===== config.mk =====
export PLATFORM = sky130hd
export DESIGN_NAME = mid_core
export DESIGN_NICKNAME = d
export VERILOG_FILES = /design/src/include/mid_pkg.sv /design/src/rtl/mid_core.sv
export SDC_FILE = /design/constraint.sdc
export NUM_CORES = 1
export LEC_CHECK = 0
export ABC_CLOCK_PERIOD_IN_PS = 6700
export CAP_MARGIN = 20
export CELL_PAD_IN_SITES_DETAIL_PLACEMENT = 0
export CELL_PAD_IN_SITES_GLOBAL_PLACEMENT = 1
export CORE_MARGIN = 2
export CORE_UTILIZATION = 49
export CTS_CLUSTER_DIAMETER = 30
export DETAILED_ROUTE_END_ITERATION = 6
export DONT_BUFFER_PORTS = 1
export PLACE_DENSITY = 0.8
export SLEW_MARGIN = 20
export SYNTH_ARGS = -nofsm -noshare
export SYNTH_HDL_FRONTEND = slang
export SYNTH_SLANG_ARGS = --single-unit

===== constraint.sdc =====
create_clock -name clk -period 6.7 [get_ports clk]
set_clock_uncertainty 0.2 [all_clocks]
set_input_delay 0.67 -clock clk [delete_from_list [all_inputs] [get_ports clk]]
set_output_delay 0.67 -clock clk [all_outputs]
set_load 0.03 [all_outputs]

===== src/include/mid_pkg.sv =====
package mid_pkg;
  // Word and datapath widths
  localparam int INSTR_W = 14;
  localparam int DATA_W  = 8;
  localparam int PC_W    = 13;
  localparam int FADDR_W = 7;

  // Instruction classes (top two bits)
  localparam logic [1:0] CLS_BYTE = 2'h0;
  localparam logic [1:0] CLS_BIT  = 2'h1;
  localparam logic [1:0] CLS_JUMP = 2'h2;
  localparam logic [1:0] CLS_LIT  = 2'h3;

  // Byte-class sub-codes
  localparam logic [3:0] OP_SPECIAL = 4'h0;
  localparam logic [3:0] OP_CLR     = 4'h1;
  localparam logic [3:0] OP_SUB     = 4'h2;
  localparam logic [3:0] OP_DEC     = 4'h3;
  localparam logic [3:0] OP_IOR     = 4'h4;
  localparam logic [3:0] OP_AND     = 4'h5;
  localparam logic [3:0] OP_XOR     = 4'h6;
  localparam logic [3:0] OP_ADD     = 4'h7;
  localparam logic [3:0] OP_MOV     = 4'h8;
  localparam logic [3:0] OP_COM     = 4'h9;
  localparam logic [3:0] OP_INC     = 4'hA;
  localparam logic [3:0] OP_DECSZ   = 4'hB;
  localparam logic [3:0] OP_RRF     = 4'hC;
  localparam logic [3:0] OP_RLF     = 4'hD;
  localparam logic [3:0] OP_SWAP    = 4'hE;
  localparam logic [3:0] OP_INCSZ   = 4'hF;

  // Bit-class sub-codes (bits 11:10)
  localparam logic [1:0] BOP_CLR  = 2'h0;
  localparam logic [1:0] BOP_SET  = 2'h1;
  localparam logic [1:0] BOP_TSTC = 2'h2;
  localparam logic [1:0] BOP_TSTS = 2'h3;

  // Literal-class sub-codes and prefixes
  localparam logic [3:0] LOP_IOR   = 4'h8;
  localparam logic [3:0] LOP_AND   = 4'h9;
  localparam logic [3:0] LOP_XOR   = 4'hA;
  localparam logic [3:0] LOP_RSVD  = 4'hB;
  localparam logic [1:0] LOP_MOV_P = 2'h0;
  localparam logic [1:0] LOP_RET_P = 2'h1;
  localparam logic [2:0] LOP_SUB_P = 3'h6;
  localparam logic [2:0] LOP_ADD_P = 3'h7;

  // Fixed special words
  localparam logic [13:0] W_RETURN = 14'h0008;
  localparam logic [13:0] W_INTERRUPT_RETURN = 14'h0009;
  localparam logic [13:0] W_SLEEP  = 14'h0063;
  localparam logic [13:0] W_WATCHDOG_CLEAR = 14'h0064;

  // Reset values and steps
  localparam logic [12:0] PC_RESET = 13'h0000;
  localparam logic [12:0] PC_STEP  = 13'h0001;
  localparam logic [12:0] PC_SKIP  = 13'h0002;
  localparam logic [7:0]  W_RESET  = 8'h00;
  localparam logic        TO_RESET = 1'b1;
  localparam logic        PD_RESET = 1'b1;

  // Four core clocks form one instruction cycle
  typedef enum logic [1:0] {
    Q_ADDR  = 2'b00,
    Q_FETCH = 2'b01,
    Q_READ  = 2'b10,
    Q_EXEC  = 2'b11
  } mid_quarter_e;
endpackage


===== src/rtl/mid_core.sv =====
`timescale 1ns/1ps
`default_nettype none
module mid_core #(
  parameter logic [6:0] PORT_ADDR  = 7'h06,
  parameter logic [6:0] TIMER_ADDR = 7'h01
) (
  input  wire logic        clk,
  input  wire logic        arst_n,
  input  wire logic [13:0] instrWord,
  output logic      [12:0] programAddr,
  input  wire logic [1:0]  pageSelect,
  input  wire logic [12:0] stackTop,
  output logic             stackPush,
  output logic             stackPop,
  output logic      [12:0] pushAddr,
  output logic      [6:0]  fileAddr,
  output logic             fileRdEn,
  input  wire logic [7:0]  fileRdData,
  output logic             fileWrEn,
  output logic      [7:0]  fileWrData,
  input  wire logic [7:0]  portPins,
  input  wire logic        prescalerToTimer,
  output logic             prescalerClear,
  input  wire logic        wakeUp,
  output logic             sleepMode,
  output logic             watchdogClear,
  output logic             interruptEnableSet,
  output logic      [7:0]  workReg,
  output logic             carryFlag,
  output logic             halfCarryFlag,
  output logic             zeroFlag,
  output logic             watchdogExpiryFlag,
  output logic             sleepStateFlag,
  output logic             secondCycle
);

  mid_pkg::mid_quarter_e quarter;
  mid_pkg::mid_quarter_e next_quarter;
  logic [13:0] instr;
  logic [7:0]  operand;
  logic [7:0]  portSync1;
  logic [7:0]  portSync2;
  logic [7:0]  portSync3;
  logic [7:0]  portStable;

  // Quarter sequencer: address, fetch, read, execute
  always_comb begin
    unique case (quarter)
      mid_pkg::Q_ADDR:  next_quarter = mid_pkg::Q_FETCH;
      mid_pkg::Q_FETCH: next_quarter = mid_pkg::Q_READ;
      mid_pkg::Q_READ:  next_quarter = mid_pkg::Q_EXEC;
      mid_pkg::Q_EXEC:  next_quarter = mid_pkg::Q_ADDR;
    endcase
  end

  always_ff @(posedge clk or negedge arst_n) begin
    if (!arst_n) quarter <= mid_pkg::Q_ADDR;
    else quarter <= next_quarter;
  end

  // Field decode of the latched word
  wire [1:0] cls   = instr[13:12];
  wire [3:0] sub4  = instr[11:8];
  wire       dbit  = instr[7];
  wire [2:0] bsel  = instr[9:7];
  wire [7:0] lit   = instr[7:0];
  wire       isByte = (cls == mid_pkg::CLS_BYTE);
  wire       isBit  = (cls == mid_pkg::CLS_BIT);
  wire       isJump = (cls == mid_pkg::CLS_JUMP);
  wire       isLit  = (cls == mid_pkg::CLS_LIT);
  wire       isCall = isJump && !instr[11];
  wire       isSleep  = (instr == mid_pkg::W_SLEEP);
  wire       isClrWdt = (instr == mid_pkg::W_WATCHDOG_CLEAR);
  wire       isRetfie = (instr == mid_pkg::W_INTERRUPT_RETURN);
  wire       isRetLit = isLit && (sub4[3:2] == mid_pkg::LOP_RET_P);
  wire       retAny   = isRetLit || isRetfie || (instr == mid_pkg::W_RETURN);
  wire [1:0] bitOp    = instr[11:10];

  // Adder shared by add and subtract forms; subtract adds ~W plus one
  wire       isSubOp = (isByte && sub4 == mid_pkg::OP_SUB)
                    || (isLit && sub4[3:1] == mid_pkg::LOP_SUB_P);
  wire       isAddOp = (isByte && sub4 == mid_pkg::OP_ADD)
                    || (isLit && sub4[3:1] == mid_pkg::LOP_ADD_P);
  wire [7:0] aluA = isLit ? lit : operand;
  wire [7:0] aluB = isSubOp ? ~workReg : workReg;
  wire [8:0] sum9 = {1'b0, aluA} + {1'b0, aluB} + {8'h00, isSubOp};
  wire [4:0] half5 = {1'b0, aluA[3:0]} + {1'b0, aluB[3:0]} + {4'h0, isSubOp};

  // Byte-class results
  wire [7:0] byteRes =
    (sub4 == mid_pkg::OP_SPECIAL) ? workReg :
    (sub4 == mid_pkg::OP_CLR)     ? 8'h00 :
    (sub4 == mid_pkg::OP_SUB || sub4 == mid_pkg::OP_ADD) ? sum9[7:0] :
    (sub4 == mid_pkg::OP_DEC || sub4 == mid_pkg::OP_DECSZ) ? operand - 8'h01 :
    (sub4 == mid_pkg::OP_IOR)     ? (workReg | operand) :
    (sub4 == mid_pkg::OP_AND)     ? (workReg & operand) :
    (sub4 == mid_pkg::OP_XOR)     ? (workReg ^ operand) :
    (sub4 == mid_pkg::OP_MOV)     ? operand :
    (sub4 == mid_pkg::OP_COM)     ? ~operand :
    (sub4 == mid_pkg::OP_RRF)     ? {carryFlag, operand[7:1]} :
    (sub4 == mid_pkg::OP_RLF)     ? {operand[6:0], carryFlag} :
    (sub4 == mid_pkg::OP_SWAP)    ? {operand[3:0], operand[7:4]} :
    operand + 8'h01;

  // Bit-class results
  wire [7:0] bitMask = 8'h01 << bsel;
  wire       testedBit = operand[bsel];
  wire [7:0] bitRes = (bitOp == mid_pkg::BOP_SET) ? (operand | bitMask) : (operand & ~bitMask);

  // Literal-class results
  wire [7:0] litRes =
    (sub4 == mid_pkg::LOP_IOR) ? (workReg | lit) :
    (sub4 == mid_pkg::LOP_AND) ? (workReg & lit) :
    (sub4 == mid_pkg::LOP_XOR) ? (workReg ^ lit) :
    (sub4[3] == 1'b1) ? sum9[7:0] : lit;

  wire [7:0] result  = isLit ? litRes : (isBit ? bitRes : byteRes);
  wire       resZero = (result == 8'h00);

  // Destination and flag selection
  wire writeW = (isByte && !dbit && sub4 != mid_pkg::OP_SPECIAL)
             || (isLit && sub4 != mid_pkg::LOP_RSVD);
  wire writeFile = (isByte && dbit) || (isBit && !instr[11]);
  wire updZ = (isByte && !(sub4 inside {mid_pkg::OP_SPECIAL, mid_pkg::OP_DECSZ,
              mid_pkg::OP_INCSZ, mid_pkg::OP_RRF, mid_pkg::OP_RLF, mid_pkg::OP_SWAP}))
           || (isLit && sub4[3] && sub4 != mid_pkg::LOP_RSVD);
  wire updArith = isSubOp || isAddOp;
  wire updRot = isByte && (sub4 == mid_pkg::OP_RRF || sub4 == mid_pkg::OP_RLF);
  wire rotCarry = (sub4 == mid_pkg::OP_RLF) ? operand[7] : operand[0];

  // Conditional skips and program-counter changes
  wire skipTaken = (isByte && (sub4 == mid_pkg::OP_DECSZ || sub4 == mid_pkg::OP_INCSZ) && resZero)
                || (isBit && bitOp == mid_pkg::BOP_TSTC && !testedBit)
                || (isBit && bitOp == mid_pkg::BOP_TSTS && testedBit);
  wire pcChange = isJump || retAny;
  wire twoCycle = pcChange || skipTaken;
  wire [12:0] pcPlus = programAddr + (skipTaken ? mid_pkg::PC_SKIP : mid_pkg::PC_STEP);
  wire [12:0] next_pc = isJump ? {pageSelect, instr[10:0]} :
                        (retAny ? stackTop : pcPlus);
  wire execNow = (quarter == mid_pkg::Q_EXEC) && !secondCycle && !sleepMode;
  wire tmrClear = execNow && writeFile && instr[6:0] == TIMER_ADDR && prescalerToTimer;

  // Fetched word names a file register; reads happen even for pure writes
  wire fetchNames = (instrWord[13:12] == mid_pkg::CLS_BIT)
                 || (instrWord[13:12] == mid_pkg::CLS_BYTE && instrWord[11:7] != 5'h00);
  wire [7:0] readSource = (fileAddr == PORT_ADDR) ? portStable : fileRdData;

  // Pin synchroniser; a bit moves only when stages two and three agree
  always_ff @(posedge clk or negedge arst_n) begin
    if (!arst_n) begin
      portSync1  <= 8'h00;
      portSync2  <= 8'h00;
      portSync3  <= 8'h00;
      portStable <= 8'h00;
    end else begin
      portSync1  <= portPins;
      portSync2  <= portSync1;
      portSync3  <= portSync2;
      portStable <= (portSync2 & portSync3) | (portStable & (portSync2 | portSync3));
    end
  end

  // Fetch and operand read; a NOP cycle issues no read, avoiding side effects
  always_ff @(posedge clk or negedge arst_n) begin
    if (!arst_n) begin
      instr    <= 14'h0000;
      fileAddr <= 7'h00;
      fileRdEn <= 1'b0;
      operand  <= 8'h00;
    end else begin
      fileRdEn <= 1'b0;
      if (quarter == mid_pkg::Q_FETCH) begin
        instr    <= instrWord;
        fileAddr <= instrWord[6:0];
        fileRdEn <= fetchNames && !secondCycle && !sleepMode;
      end
      if (quarter == mid_pkg::Q_READ) operand <= readSource;
    end
  end

  // Working register, flags and program counter
  always_ff @(posedge clk or negedge arst_n) begin
    if (!arst_n) begin
      workReg       <= mid_pkg::W_RESET;
      carryFlag     <= 1'b0;
      halfCarryFlag <= 1'b0;
      zeroFlag      <= 1'b0;
      programAddr   <= mid_pkg::PC_RESET;
    end else if (execNow) begin
      if (writeW) workReg <= result;
      if (updZ) zeroFlag <= resZero;
      if (updArith) begin
        carryFlag     <= sum9[8];
        halfCarryFlag <= half5[4];
      end
      if (updRot) carryFlag <= rotCarry;
      programAddr <= next_pc;
    end
  end

  // Cycle stretch, power state and one-clock strobes
  always_ff @(posedge clk or negedge arst_n) begin
    if (!arst_n) begin
      secondCycle        <= 1'b0;
      sleepMode          <= 1'b0;
      watchdogExpiryFlag <= mid_pkg::TO_RESET;
      sleepStateFlag     <= mid_pkg::PD_RESET;
      fileWrEn           <= 1'b0;
      fileWrData         <= 8'h00;
      stackPush          <= 1'b0;
      stackPop           <= 1'b0;
      pushAddr           <= mid_pkg::PC_RESET;
      prescalerClear     <= 1'b0;
      watchdogClear      <= 1'b0;
      interruptEnableSet <= 1'b0;
    end else begin
      fileWrEn           <= execNow && writeFile;
      stackPush          <= execNow && isCall;
      stackPop           <= execNow && retAny;
      prescalerClear     <= tmrClear;
      watchdogClear      <= execNow && (isSleep || isClrWdt);
      interruptEnableSet <= execNow && isRetfie;
      if (execNow) begin
        fileWrData <= result;
        pushAddr   <= programAddr + mid_pkg::PC_STEP;
      end
      if (quarter == mid_pkg::Q_EXEC) secondCycle <= execNow && twoCycle;
      if (execNow && (isSleep || isClrWdt)) begin
        watchdogExpiryFlag <= 1'b1;
        sleepStateFlag     <= !isSleep;
      end
      if (execNow && isSleep) sleepMode <= 1'b1;
      else if (wakeUp) sleepMode <= 1'b0;
    end
  end
endmodule
`default_nettype wire


==> impl_metrics.ini, run 1 <==
[synth]
synth_enable_flop_cells = 0
synth_most_common_cell = sky130_fd_sc_hd__nand2_1
yosys_warnings = 0
synth-async-reset-ratio_pct = 100
netlist.area_leader.share_pct = 33.0
synthFlopType = sky130_fd_sc_hd__dfrtp_1
postSynthRegisterBits = 111
syn-instance-count = 1004
seq_area_frac_synth_pct = 33.3
post_synth_instance_area_sq_um = 8330
synth_top_cell_by_area = sky130_fd_sc_hd__dfrtp_1
synth_nets = 1103
top_cell_types_by_occurrence_after_synthesis = 113 x sky130_fd_sc_hd__nand2_1, 110 x sky130_fd_sc_hd__dfrtp_1, 96 x sky130_fd_sc_hd__o21ai_0, 78 x sky130_fd_sc_hd__a21oi_1, 74 x sky130_fd_sc_hd__nor2_1
syn-mean-instance-area_sq_um = 8.30
synth.top_cells.by_area = sky130_fd_sc_hd__dfrtp_1 33%, sky130_fd_sc_hd__ha_1 7.2%, sky130_fd_sc_hd__o21ai_0 5.8%
synth_cell_type_count = 79

[detailed_routing]
detail_route.first_pass.iterations = 6
drtIter0Drc = 966
wire_per_inst_um = 24.0
wirelength_mm = 28.3
drc_errors = 0
ant_nets = 0
via_per_inst = 6.44
vias = 7598

[power]
report.power.total_w = 0.00240
vdd_drop_max_v = 0.000177
power_leakage_nw = 3.73
power_per_cell_area_nw_per_um2 = 273

[sta]
timing.final.crit_share_pct = 89.7
rsz0062_at_grt = no
final_max_slew_viol_count = 0
endpoints_failing_hold = 0
finalCriticalPeriod_ns = 6.01
tightest_slew_ns = 1.10
relative_max_transition_margin_pct = 26.1
fmax_ghz = 0.166
setup_viol = 0
finalSetupTns_ns = 0

[cts]
cts_setup_buffers = 0
cts.sinks = 111
ctsResizeCount = 0
cts-htree-levels = 3
cts-root-to-sink-buffers = 2
clock_tree_from_tritoncts = built
cts.root.buffer_cell = sky130_fd_sc_hd__clkbuf_16
cts_hold_buf = 1
clk_latency_ns = 0.37
clk_transition_reported_paths_ns = 0.09
cts_made_buffers = 9

[placement]
gpl.final_weighted_congestion = 1.02
place_inst = 1163
buffer_ports.inserted = 0
detailedPlacementHpwl_mm = 20.1

[floorplan]
die-width_um = 134
io-pin-count = 112
coreArea_sq_um = 16600
row_count = 47
design.die.area_sq_um = 18100
die_h_um = 134
start_util_pct = 50.2

[setup_path]
endpoint_kind = register
cp.required_ns = 6.77
cp.arrival_ns = 6.08
r2r-start = instr[13]$_DFFE_PN0P_
worst_r2r_path_depth = 21
setup.worst_path.class = register to register
reg2reg_slack_ns = 0.69
critPathMaxFanout = 14
worstSetupStartpointType = register
worst_r2r_endpoint = programAddr[10]$_DFFE_PN0P_

[grt]
antenna_violations_before_repair = 0
grt_usage_pct = 31.9
first_pass_grt_wire_length_mm = 43.8
overflow = 0
first_global_vias = 7198
largest_net_degree_at_the_start_of_global_routing = 112

[layout]
finish.net_count = 1054
synthToLayoutAreaGrowth_pct = 5.27
stdcell_count = 1179
layout-drive-gt1-share_pct = 7.40
top_regs = programAddr (13), pushAddr (13)
antenna_cells_inserted = 0

[job]
max_cap_violations = 0

[status]
outcome = finished, final reports clean

[hold_path]
hold_path_class = input port to asynchronous set/reset pin
-- worst max-delay path by stage --
stage	start	end	slack [ns]	cells after the start
2_1_floorplan	instr[12]$_DFFE_PN0P_	programAddr[12]$_DFFE_PN0P_	1.52	21
3_3_place_gp	instr[13]$_DFFE_PN0P_	programAddr[12]$_DFFE_PN0P_	0.89	21
3_5_place_dp	instr[13]$_DFFE_PN0P_	programAddr[12]$_DFFE_PN0P_	0.74	20
4_1_cts	instr[13]$_DFFE_PN0P_	programAddr[10]$_DFFE_PN0P_	0.75	20
5_1_grt	instr[13]$_DFFE_PN0P_	programAddr[10]$_DFFE_PN0P_	0.12	21
6_report	instr[13]$_DFFE_PN0P_	programAddr[10]$_DFFE_PN0P_	0.69	21
-- layout by cell type (no fill, tap or decap), types with 4 or more instances in the layout --
cell type | netlist | routed
sky130_fd_sc_hd__xnor2_1 | 30 | 30
sky130_fd_sc_hd__nor2_1 | 74 | 74
sky130_fd_sc_hd__clkbuf_16 | 0 | 9
sky130_fd_sc_hd__a211o_1 | 5 | 5
sky130_fd_sc_hd__nand3_1 | 23 | 23
sky130_fd_sc_hd__and2_1 | 7 | 7
sky130_fd_sc_hd__mux2i_1 | 22 | 22
sky130_fd_sc_hd__dfrtp_1 | 110 | 108
sky130_fd_sc_hd__nor3b_1 | 5 | 5
sky130_fd_sc_hd__nor2b_1 | 15 | 14
sky130_fd_sc_hd__nand2b_1 | 14 | 14
sky130_fd_sc_hd__nor4_1 | 9 | 8
sky130_fd_sc_hd__maj3_1 | 8 | 8
sky130_fd_sc_hd__mux2_2 | 6 | 6
sky130_fd_sc_hd__a21oi_1 | 78 | 77
sky130_fd_sc_hd__o221ai_1 | 8 | 8
sky130_fd_sc_hd__a22oi_1 | 6 | 6
sky130_fd_sc_hd__or3_1 | 5 | 5
sky130_fd_sc_hd__a221oi_1 | 5 | 5
sky130_fd_sc_hd__and3_1 | 5 | 5
sky130_fd_sc_hd__inv_1 | 41 | 41
sky130_fd_sc_hd__ha_1 | 48 | 48
sky130_fd_sc_hd__o21ai_0 | 96 | 96
sky130_fd_sc_hd__a211oi_1 | 27 | 27
sky130_fd_sc_hd__nor3_1 | 21 | 21
sky130_fd_sc_hd__xor2_1 | 15 | 15
sky130_fd_sc_hd__a32oi_1 | 6 | 6
sky130_fd_sc_hd__buf_4 | 14 | 28
sky130_fd_sc_hd__nand4_1 | 11 | 11
sky130_fd_sc_hd__o211ai_1 | 12 | 12
sky130_fd_sc_hd__nand2_1 | 113 | 112
sky130_fd_sc_hd__a21o_1 | 9 | 9
sky130_fd_sc_hd__o22ai_1 | 6 | 6
sky130_fd_sc_hd__or2_2 | 4 | 4
sky130_fd_sc_hd__o31ai_1 | 6 | 6
sky130_fd_sc_hd__and3b_1 | 4 | 4
-- where the power goes --
group | internal [W] | total, W | leakage (nW) | switching, W
sequential | 0.000763 | 0.00108 | 1.33 | 0.000316
clock | 0.000334 | 0.000605 | 0.160 | 0.000272
combinational | 0.000281 | 0.000714 | 2.24 | 0.000433
-- critical path, stage by stage (launching register included) --
cell	delay (ns)
sky130_fd_sc_hd__dfrtp_1	0.57
sky130_fd_sc_hd__or4b_4	0.66
sky130_fd_sc_hd__o32ai_4	0.30
sky130_fd_sc_hd__xnor2_1	0.21
sky130_fd_sc_hd__inv_1	0.09
sky130_fd_sc_hd__fa_1	0.42
sky130_fd_sc_hd__xnor2_1	0.18
sky130_fd_sc_hd__a21oi_1	0.13
sky130_fd_sc_hd__o21ai_0	0.10
sky130_fd_sc_hd__a21o_1	0.19
sky130_fd_sc_hd__a21oi_1	0.32
sky130_fd_sc_hd__nor4bb_1	0.52
sky130_fd_sc_hd__nand4_1	0.16
sky130_fd_sc_hd__a211o_1	0.38
sky130_fd_sc_hd__ha_1	0.23
sky130_fd_sc_hd__fa_1	0.46
sky130_fd_sc_hd__nand2_1	0.15
sky130_fd_sc_hd__nor2_1	0.06
sky130_fd_sc_hd__xnor2_1	0.12
sky130_fd_sc_hd__a211oi_1	0.23
sky130_fd_sc_hd__a21oi_1	0.06
sky130_fd_sc_hd__o21ai_0	0.18
-- cells by family after synthesis --
family	after synthesis	synth area share (%)
fa+ha+maj	58	8.65
xor+xnor	45	4.73
buf+inv	131	6.89
flops	111	33.3
compound gates	305	23.7
mux	30	3.99
other cells	1	0.0450
simple gates	323	18.7
-- cell type report --
type | count | area [sq um]
sequential | 111 | 2780
tap | 220 | 275
multi-input combinational | 762 | 4990
timing repair buffer | 29 | 238
inverter | 42 | 158
clock inverter | 6 | 100
fill | 1627 | 7810
clock buffer | 9 | 225
-- routing by layer --
layer	track usage (%)	routed length, um
met5	0	0
met4	11.5	1070
met3	7.90	2950
met2	47.3	12400
met1	45.4	11900
-- per-stage QoR --
| step | util (%) | setup WS (ns) | hold WS (ns) | instance area, sq um |
|---|---|---|---|---|
| detailed placement | 50.8 | 0.744 | 0.139 | 8420 |
| global placement | 50.7 | 0.893 | 0.132 | 8410 |
| global route | 52.9 | 0.123 | 0.0643 | 8770 |
| CTS | 52.9 | 0.746 | 0.0610 | 8770 |
| finish | 52.9 | 0.689 | 0.0141 | 8770 |
| floorplan | - | 1.52 | 0.131 | 8330 |
Note: power is estimated with default switching activity, not from simulation.
==> run 2, diff against run 1 <==
--- a/config.mk
+++ b/config.mk
@@ -9,7 +9,7 @@
 export CAP_MARGIN = 20
 export CELL_PAD_IN_SITES_DETAIL_PLACEMENT = 0
 export CELL_PAD_IN_SITES_GLOBAL_PLACEMENT = 1
-export CORE_MARGIN = 2
+export CORE_MARGIN = 3
 export CORE_UTILIZATION = 49
 export CTS_CLUSTER_DIAMETER = 30
 export DETAILED_ROUTE_END_ITERATION = 6
==> run 2 against run 1 <==
The run now ends with hold timing left; critical endpoint unchanged; sequential share of layout area is 0.12 points higher; hold slack worse by 0.034 ns; fmax is 0.34% lower; wire length is 1.5% higher; flip-flop and latch count stayed put; utilization is 0.36 points lower; via count is 1.1% lower; critical path depth stayed put; register-to-register slack worse by 0.02 ns; sequential power hardly changed.
==> impl_metrics.ini, run 2 (synthesis gave the netlist of run 1 again) <==
[sta]
finalSetupTns_ns = 0
rsz0062_at_grt = no
tightest_slew_ns = 1.07
endpoints_failing_hold = 1
post_route_worst_setup_slack_ns = 0.669
setup_viol = 0
fmax_ghz = 0.166
final_max_slew_viol_count = 0
finalCriticalPeriod_ns = 6.03
timing.final.crit_share_pct = 90.0
hold_ws_ns = -0.0196
relative_max_transition_margin_pct = 28.3

[grt]
overflow = 0
grt_usage_pct = 31.0
largest_net_degree_at_the_start_of_global_routing = 112
first_global_vias = 7264
first_pass_grt_wire_length_mm = 43.8
antenna_violations_before_repair = 0

[layout]
layout_commonest_cell = sky130_fd_sc_hd__nand2_1
antenna_cells_inserted = 0
finish.net_count = 1051
synthToLayoutAreaGrowth_pct = 4.92
layout-drive-gt1-share_pct = 7.31
final_cell_mix = 112 x sky130_fd_sc_hd__nand2_1, 107 x sky130_fd_sc_hd__dfrtp_1, 96 x sky130_fd_sc_hd__o21ai_0
fill_cells = 1635
top_regs = programAddr (13), pushAddr (13)
stdcell_count = 1177

[job]
max_cap_violations = 0

[floorplan]
row_count = 47
design.die.area_sq_um = 18600
coreArea_sq_um = 16600
die_h_um = 136
io-pin-count = 112
die-width_um = 136
start_util_pct = 50.1

[cts]
cts.root.buffer_cell = sky130_fd_sc_hd__clkbuf_16
cts-htree-levels = 3
cts_made_buffers = 9
cts-root-to-sink-buffers = 2
cts_setup_buffers = 0
clk_latency_ns = 0.37
clk_transition_reported_paths_ns = 0.10
clock_tree_from_tritoncts = built
cts.sinks = 111

[setup_path]
cp.arrival_ns = 6.11
worst_r2r_endpoint = programAddr[10]$_DFFE_PN0P_
reg2reg_slack_ns = 0.67
worstSetupStartpointType = register
setup.worst_path.class = register to register
critPathLaunch = instr[13]$_DFFE_PN0P_
cp.required_ns = 6.78
worst_setup_path_endpoint = programAddr[10]$_DFFE_PN0P_
worst_r2r_path_depth = 21
r2r-start = instr[13]$_DFFE_PN0P_
critPathMaxFanout = 14
endpoint_kind = register

[hold_path]
hold_path_class = input port to asynchronous set/reset pin

[placement]
pre_cts_ws_ns = 0.543
place_inst = 1160
buffer_ports.inserted = 0
detailedPlacementHpwl_mm = 20.3
gpl.final_weighted_congestion = 0.995

[detailed_routing]
ant_nets = 0
vias = 7514
drc_errors = 0
wire_per_inst_um = 24.4
via_per_inst = 6.38
wirelength_mm = 28.7
detail_route.first_pass.iterations = 5
drtIter0Drc = 802

[status]
outcome = complete, but fails checks
failing_checks = hold timing

[power]
power_leakage_nw = 3.71
vdd_drop_max_v = 0.000172
power_per_cell_area_nw_per_um2 = 270
[run 2: worst min path at each step]
stage / depth (start not counted) / end / start
2_1_floorplan: 0 / portSync2[0]$_DFF_PN0_ / portSync1[0]$_DFF_PN0_
3_3_place_gp: 0 / portSync2[5]$_DFF_PN0_ / portSync1[5]$_DFF_PN0_
3_5_place_dp: 0 / portSync2[7]$_DFF_PN0_ / portSync1[7]$_DFF_PN0_
4_1_cts: 1 / workReg[0]$_DFFE_PN0P_ / arst_n
5_1_grt: 1 / workReg[0]$_DFFE_PN0P_ / arst_n
6_report: 1 / workReg[0]$_DFFE_PN0P_ / arst_n
[run 2: timing repair]
| action | in CTS | in global routing |
|---|---|---|
| hold endpoints to repair | 111 | 0 |
| hold buffers | 1 | 0 |
| setup endpoints to repair | 0 | 1 |
| resized for setup | 0 | 2 |
[run 2: layout make-up]
class / instances / area [sq um] / area share [%]
Clock buffer: 9 / 225 / 2.58
Inverter: 42 / 158 / 1.80
Tap cell: 220 / 275 / 3.15
Clock inverter: 7 / 85.1 / 0.973
Timing Repair Buffer: 26 / 215 / 2.46
Sequential cell: 111 / 2780 / 31.8
Multi-Input combinational cell: 762 / 5000 / 57.2
[run 2: metal layers]
layer	track usage (%)	vias up	wire, um
met1	43.5	3580	12200
met3	7.44	58	2930
li1	-	3489	-
met2	47.3	387	12700
met5	0	-	0
met4	10.2	0	856
[run 2: critical path, stage by stage, from the launching register on]
cell and delay, ns:
sky130_fd_sc_hd__dfrtp_1 0.58, sky130_fd_sc_hd__or4b_4 0.66, sky130_fd_sc_hd__o32ai_4 0.31, sky130_fd_sc_hd__xnor2_1 0.21
sky130_fd_sc_hd__inv_1 0.09, sky130_fd_sc_hd__fa_1 0.43, sky130_fd_sc_hd__nand2b_1 0.17, sky130_fd_sc_hd__a21oi_1 0.33
sky130_fd_sc_hd__mux2i_1 0.13, sky130_fd_sc_hd__a221oi_1 0.30, sky130_fd_sc_hd__o221ai_1 0.24, sky130_fd_sc_hd__nor4_1 0.32
sky130_fd_sc_hd__nand4_1 0.14, sky130_fd_sc_hd__a211o_1 0.39, sky130_fd_sc_hd__ha_1 0.23, sky130_fd_sc_hd__fa_1 0.45
sky130_fd_sc_hd__nand2_1 0.15, sky130_fd_sc_hd__nor2_1 0.07, sky130_fd_sc_hd__xnor2_1 0.12, sky130_fd_sc_hd__a211oi_1 0.26
sky130_fd_sc_hd__a21oi_1 0.06, sky130_fd_sc_hd__o21ai_0 0.15
[run 2: power by group]
group          leakage (nW)  switching (W)  internal (W)
logic                  2.23       0.000446      0.000287
clock network         0.147       0.000292      0.000268
registers              1.33       0.000308      0.000763
[run 2: per-stage QoR]
step,area [sq um],util (%),power [W]
6_report,8740,52.5,0.00236
5_1_grt,8740,52.5,0.00250
4_1_cts,8740,52.5,0.00237
3_5_place_dp,8400,50.5,0.00178
3_3_place_gp,8390,50.4,0.00178
2_1_floorplan,8330,-,0.00156
==> run 3, diff against run 2 <==
--- a/config.mk
+++ b/config.mk
@@ -5,12 +5,13 @@
 export SDC_FILE = /design/constraint.sdc
 export NUM_CORES = 1
 export LEC_CHECK = 0
+export ABC_AREA = 1
 export ABC_CLOCK_PERIOD_IN_PS = 6700
 export CAP_MARGIN = 20
 export CELL_PAD_IN_SITES_DETAIL_PLACEMENT = 0
 export CELL_PAD_IN_SITES_GLOBAL_PLACEMENT = 1
 export CORE_MARGIN = 3
-export CORE_UTILIZATION = 49
+export CORE_UTILIZATION = 47
 export CTS_CLUSTER_DIAMETER = 30
 export DETAILED_ROUTE_END_ITERATION = 6
 export DONT_BUFFER_PORTS = 1
==> run 3 against run 2 <==
The run now ends clean; clock power about the same; design area decreased by 5.9%; synthesized area decreased by 6.4%; utilization decreased by 1.3 points; synthesized cell count increased by 7.5%; die area decreased by 2.3%; power decreased by 1.3%; non-clock buffer count decreased by 17; first-iteration DRC count decreased by 29%; via count decreased by 5.3%; critical path depth increased by 10; sequential power increased by 7%; critical path type unchanged; highest routed layer unchanged.
==> impl_metrics.ini, run 3 <==
[placement]
gpl.final_weighted_congestion = 0.952
placed_cell_area_sq_um = 7900
buffer_ports.inserted = 0
detailedPlacementHpwl_mm = 18.6
place_inst = 1256

[floorplan]
start_util_pct = 48.6
die-width_um = 135
design.die.area_sq_um = 18200
die_h_um = 135
coreArea_sq_um = 16100
io-pin-count = 112
row_count = 46

[sta]
timing.final.crit_share_pct = 88.0
endpoints_failing_hold = 0
finalCriticalPeriod_ns = 5.89
final_max_slew_viol_count = 0
rsz0062_at_grt = no
finalSetupTns_ns = 0
setup_viol = 0
relative_max_transition_margin_pct = 31.0
tightest_slew_ns = 1.03
fmax_ghz = 0.170

[setup_path]
worstSetupStartpointType = register
worst_r2r_path_depth = 31
cp.arrival_ns = 5.91
slowest_stage_delay_cp_ns = 0.75
worstSetupPathDepth = 31
setup.worst_path.class = register to register
critPathMaxFanout = 16
endpoint_kind = register
reg2reg_slack_ns = 0.81
critPathTopFamily = simple AND/OR/NAND/NOR gates
critPathLaunch = instr[11]$_DFFE_PN0P_
worst_setup_path_endpoint = programAddr[8]$_DFFE_PN0P_
crit_slowest_cell = sky130_fd_sc_hd__dfrtp_1
r2r-start = instr[11]$_DFFE_PN0P_
crit_buf_inv = 4
worst_path_most_repeated_cell = sky130_fd_sc_hd__nand2_1
cp.required_ns = 6.72
worst_r2r_endpoint = programAddr[8]$_DFFE_PN0P_

[layout]
final_cell_mix = 272 x sky130_fd_sc_hd__nand2_1, 131 x sky130_fd_sc_hd__o21ai_0, 119 x sky130_fd_sc_hd__inv_1
finish.net_count = 1151
antenna_cells_inserted = 0
synthToLayoutAreaGrowth_pct = 5.54
fill_cells = 1644
top_regs = programAddr (13), pushAddr (13)
stdcell_count = 1273
layout_commonest_cell = sky130_fd_sc_hd__nand2_1
final_cell_area_sq_um = 8230
layout-drive-gt1-share_pct = 6.15

[detailed_routing]
wirelength_mm = 25.0
via_per_inst = 5.59
wire_per_inst_um = 19.6
drtIter0Drc = 566
ant_nets = 0
vias = 7116
drc_errors = 0
detail_route.first_pass.iterations = 5

[cts]
ctsResizeCount = 0
clk_transition_reported_paths_ns = 0.08
cts.root.buffer_cell = sky130_fd_sc_hd__clkbuf_16
cts-htree-levels = 3
cts_made_buffers = 9
clk_latency_ns = 0.36
cts-root-to-sink-buffers = 2
cts.sinks = 111
clock_tree_from_tritoncts = built

[grt]
largest_net_degree_at_the_start_of_global_routing = 112
grt_usage_pct = 28.1
first_global_vias = 6937
overflow = 0
first_pass_grt_wire_length_mm = 39.5
antenna_violations_before_repair = 0

[synth]
postSynthRegisterBits = 111
synthSimpleGateAreaFrac_pct = 24.0
seq_area_frac_synth_pct = 35.6
top_cell_types_by_occurrence_after_synthesis = 272 x sky130_fd_sc_hd__nand2_1, 131 x sky130_fd_sc_hd__o21ai_0, 119 x sky130_fd_sc_hd__inv_1, 110 x sky130_fd_sc_hd__dfrtp_1, 85 x sky130_fd_sc_hd__nor2_1
syn-instance-count = 1079
synthFlopType = sky130_fd_sc_hd__dfrtp_1
synth_top_cell_by_area = sky130_fd_sc_hd__dfrtp_1
post_synth_mux_area_share_pct = 0.144
post_synth_instance_area_sq_um = 7800
compound_cell_area_share_of_the_yosys_netlist_pct = 17.8
synth_enable_flop_cells = 0
syn-mean-instance-area_sq_um = 7.23
netlist.area_leader.share_pct = 35.3
post_synth_xor_area_fraction_pct = 3.82
area_share_of_fa_ha_maj_cells_after_synthesis_pct = 9.24
synth_cell_type_count = 49
synth.top_cells.by_area = sky130_fd_sc_hd__dfrtp_1 35%, sky130_fd_sc_hd__nand2_1 13%, sky130_fd_sc_hd__o21ai_0 8.4%
yosys_warnings = 0
largest_family_of_logic_cells_by_synthesized_area = simple AND/OR/NAND/NOR gates
synth-async-reset-ratio_pct = 100
synth_nets = 1178
synth_most_common_cell = sky130_fd_sc_hd__nand2_1

[hold_path]
hold_path_class = input port to asynchronous set/reset pin

[power]
vdd_drop_max_v = 0.000218
power_leakage_nw = 3.96
power_per_cell_area_nw_per_um2 = 283

[status]
outcome = finished, final reports clean

[job]
max_cap_violations = 0
## run 3: cell types whose count changed after synthesis, sizes merged, moves of 24 or more
cell	change
a211oi	-24
a21oi	-28
clkbuf	-28
inv	+87
nand2	+165
o21ai	+45
xnor2	-24
## run 3: power by group
part | internal, W | switching (W)
Combinational | 0.000237 | 0.000393
Sequential | 0.000776 | 0.000367
Clock | 0.000297 | 0.000262
Total | 0.00131 | 0.00102
## run 3: kinds of logic (layout without fill, tap and decap cells)
| logic type | count (synthesis) | count (layout) |
|---|---|---|
| buffers and inverters | 179 | 157 |
| DFF | 111 | 111 |
| and+or+nand+nor | 448 | 448 |
| muxes | 1 | 1 |
| AOI/OAI and AO/OA | 247 | 247 |
| other | 1 | 1 |
| adders and majority gates | 58 | 58 |
| xor gates and xnor gates | 34 | 34 |
## run 3: metrics by stage
step / setup slack [ns] / hold WS, ns / utilization (%) / power (W)
2_1_floorplan: 1.90 / 0.131 / - / 0.00157
3_3_place_gp: 1.11 / 0.132 / 49.2 / 0.00176
3_5_place_dp: 0.928 / 0.138 / 49.2 / 0.00177
4_1_cts: 0.867 / 0.0788 / 51.3 / 0.00234
5_1_grt: 0.249 / 0.0789 / 51.3 / 0.00248
6_report: 0.805 / 0.0356 / 51.3 / 0.00233
## run 3: cell type report
class,count,area [sq um],share of cell area (%)
multi-input cells,789,4290,52.2
flip-flops and latches,111,2780,33.8
inverters,132,495,6.02
well taps,216,270,3.28
clock buffers,10,229,2.78
repair buffers,9,87.6,1.06
clock inverters,6,76.3,0.927
## run 3: metal layers
layer	routed length (um)	track usage (%)	vias up	share of wire (%)
met5	0	0	-	0
met4	491	6.96	0	2.0
met3	1880	6.67	38	7.5
met2	11600	43.9	271	47
met1	11000	39.6	3341	44
li1	-	-	3466	-
## run 3: what timing repair did
action                                 CTS  global route
endpoints found under the hold margin  111             0
buffers inserted                         0             0
setup endpoints to repair                0             0
hold buffers                             1             0
## run 3: how the worst min path moves through the flow
stage / end / slack [ns]
finish: operand[6]$_DFFE_PN0P_ / 0.04
global route: operand[6]$_DFFE_PN0P_ / 0.08
CTS: operand[6]$_DFFE_PN0P_ / 0.08
detailed placement: portSync2[4]$_DFF_PN0_ / 0.14
global placement: portSync2[2]$_DFF_PN0_ / 0.13
floorplan: portSync2[0]$_DFF_PN0_ / 0.13
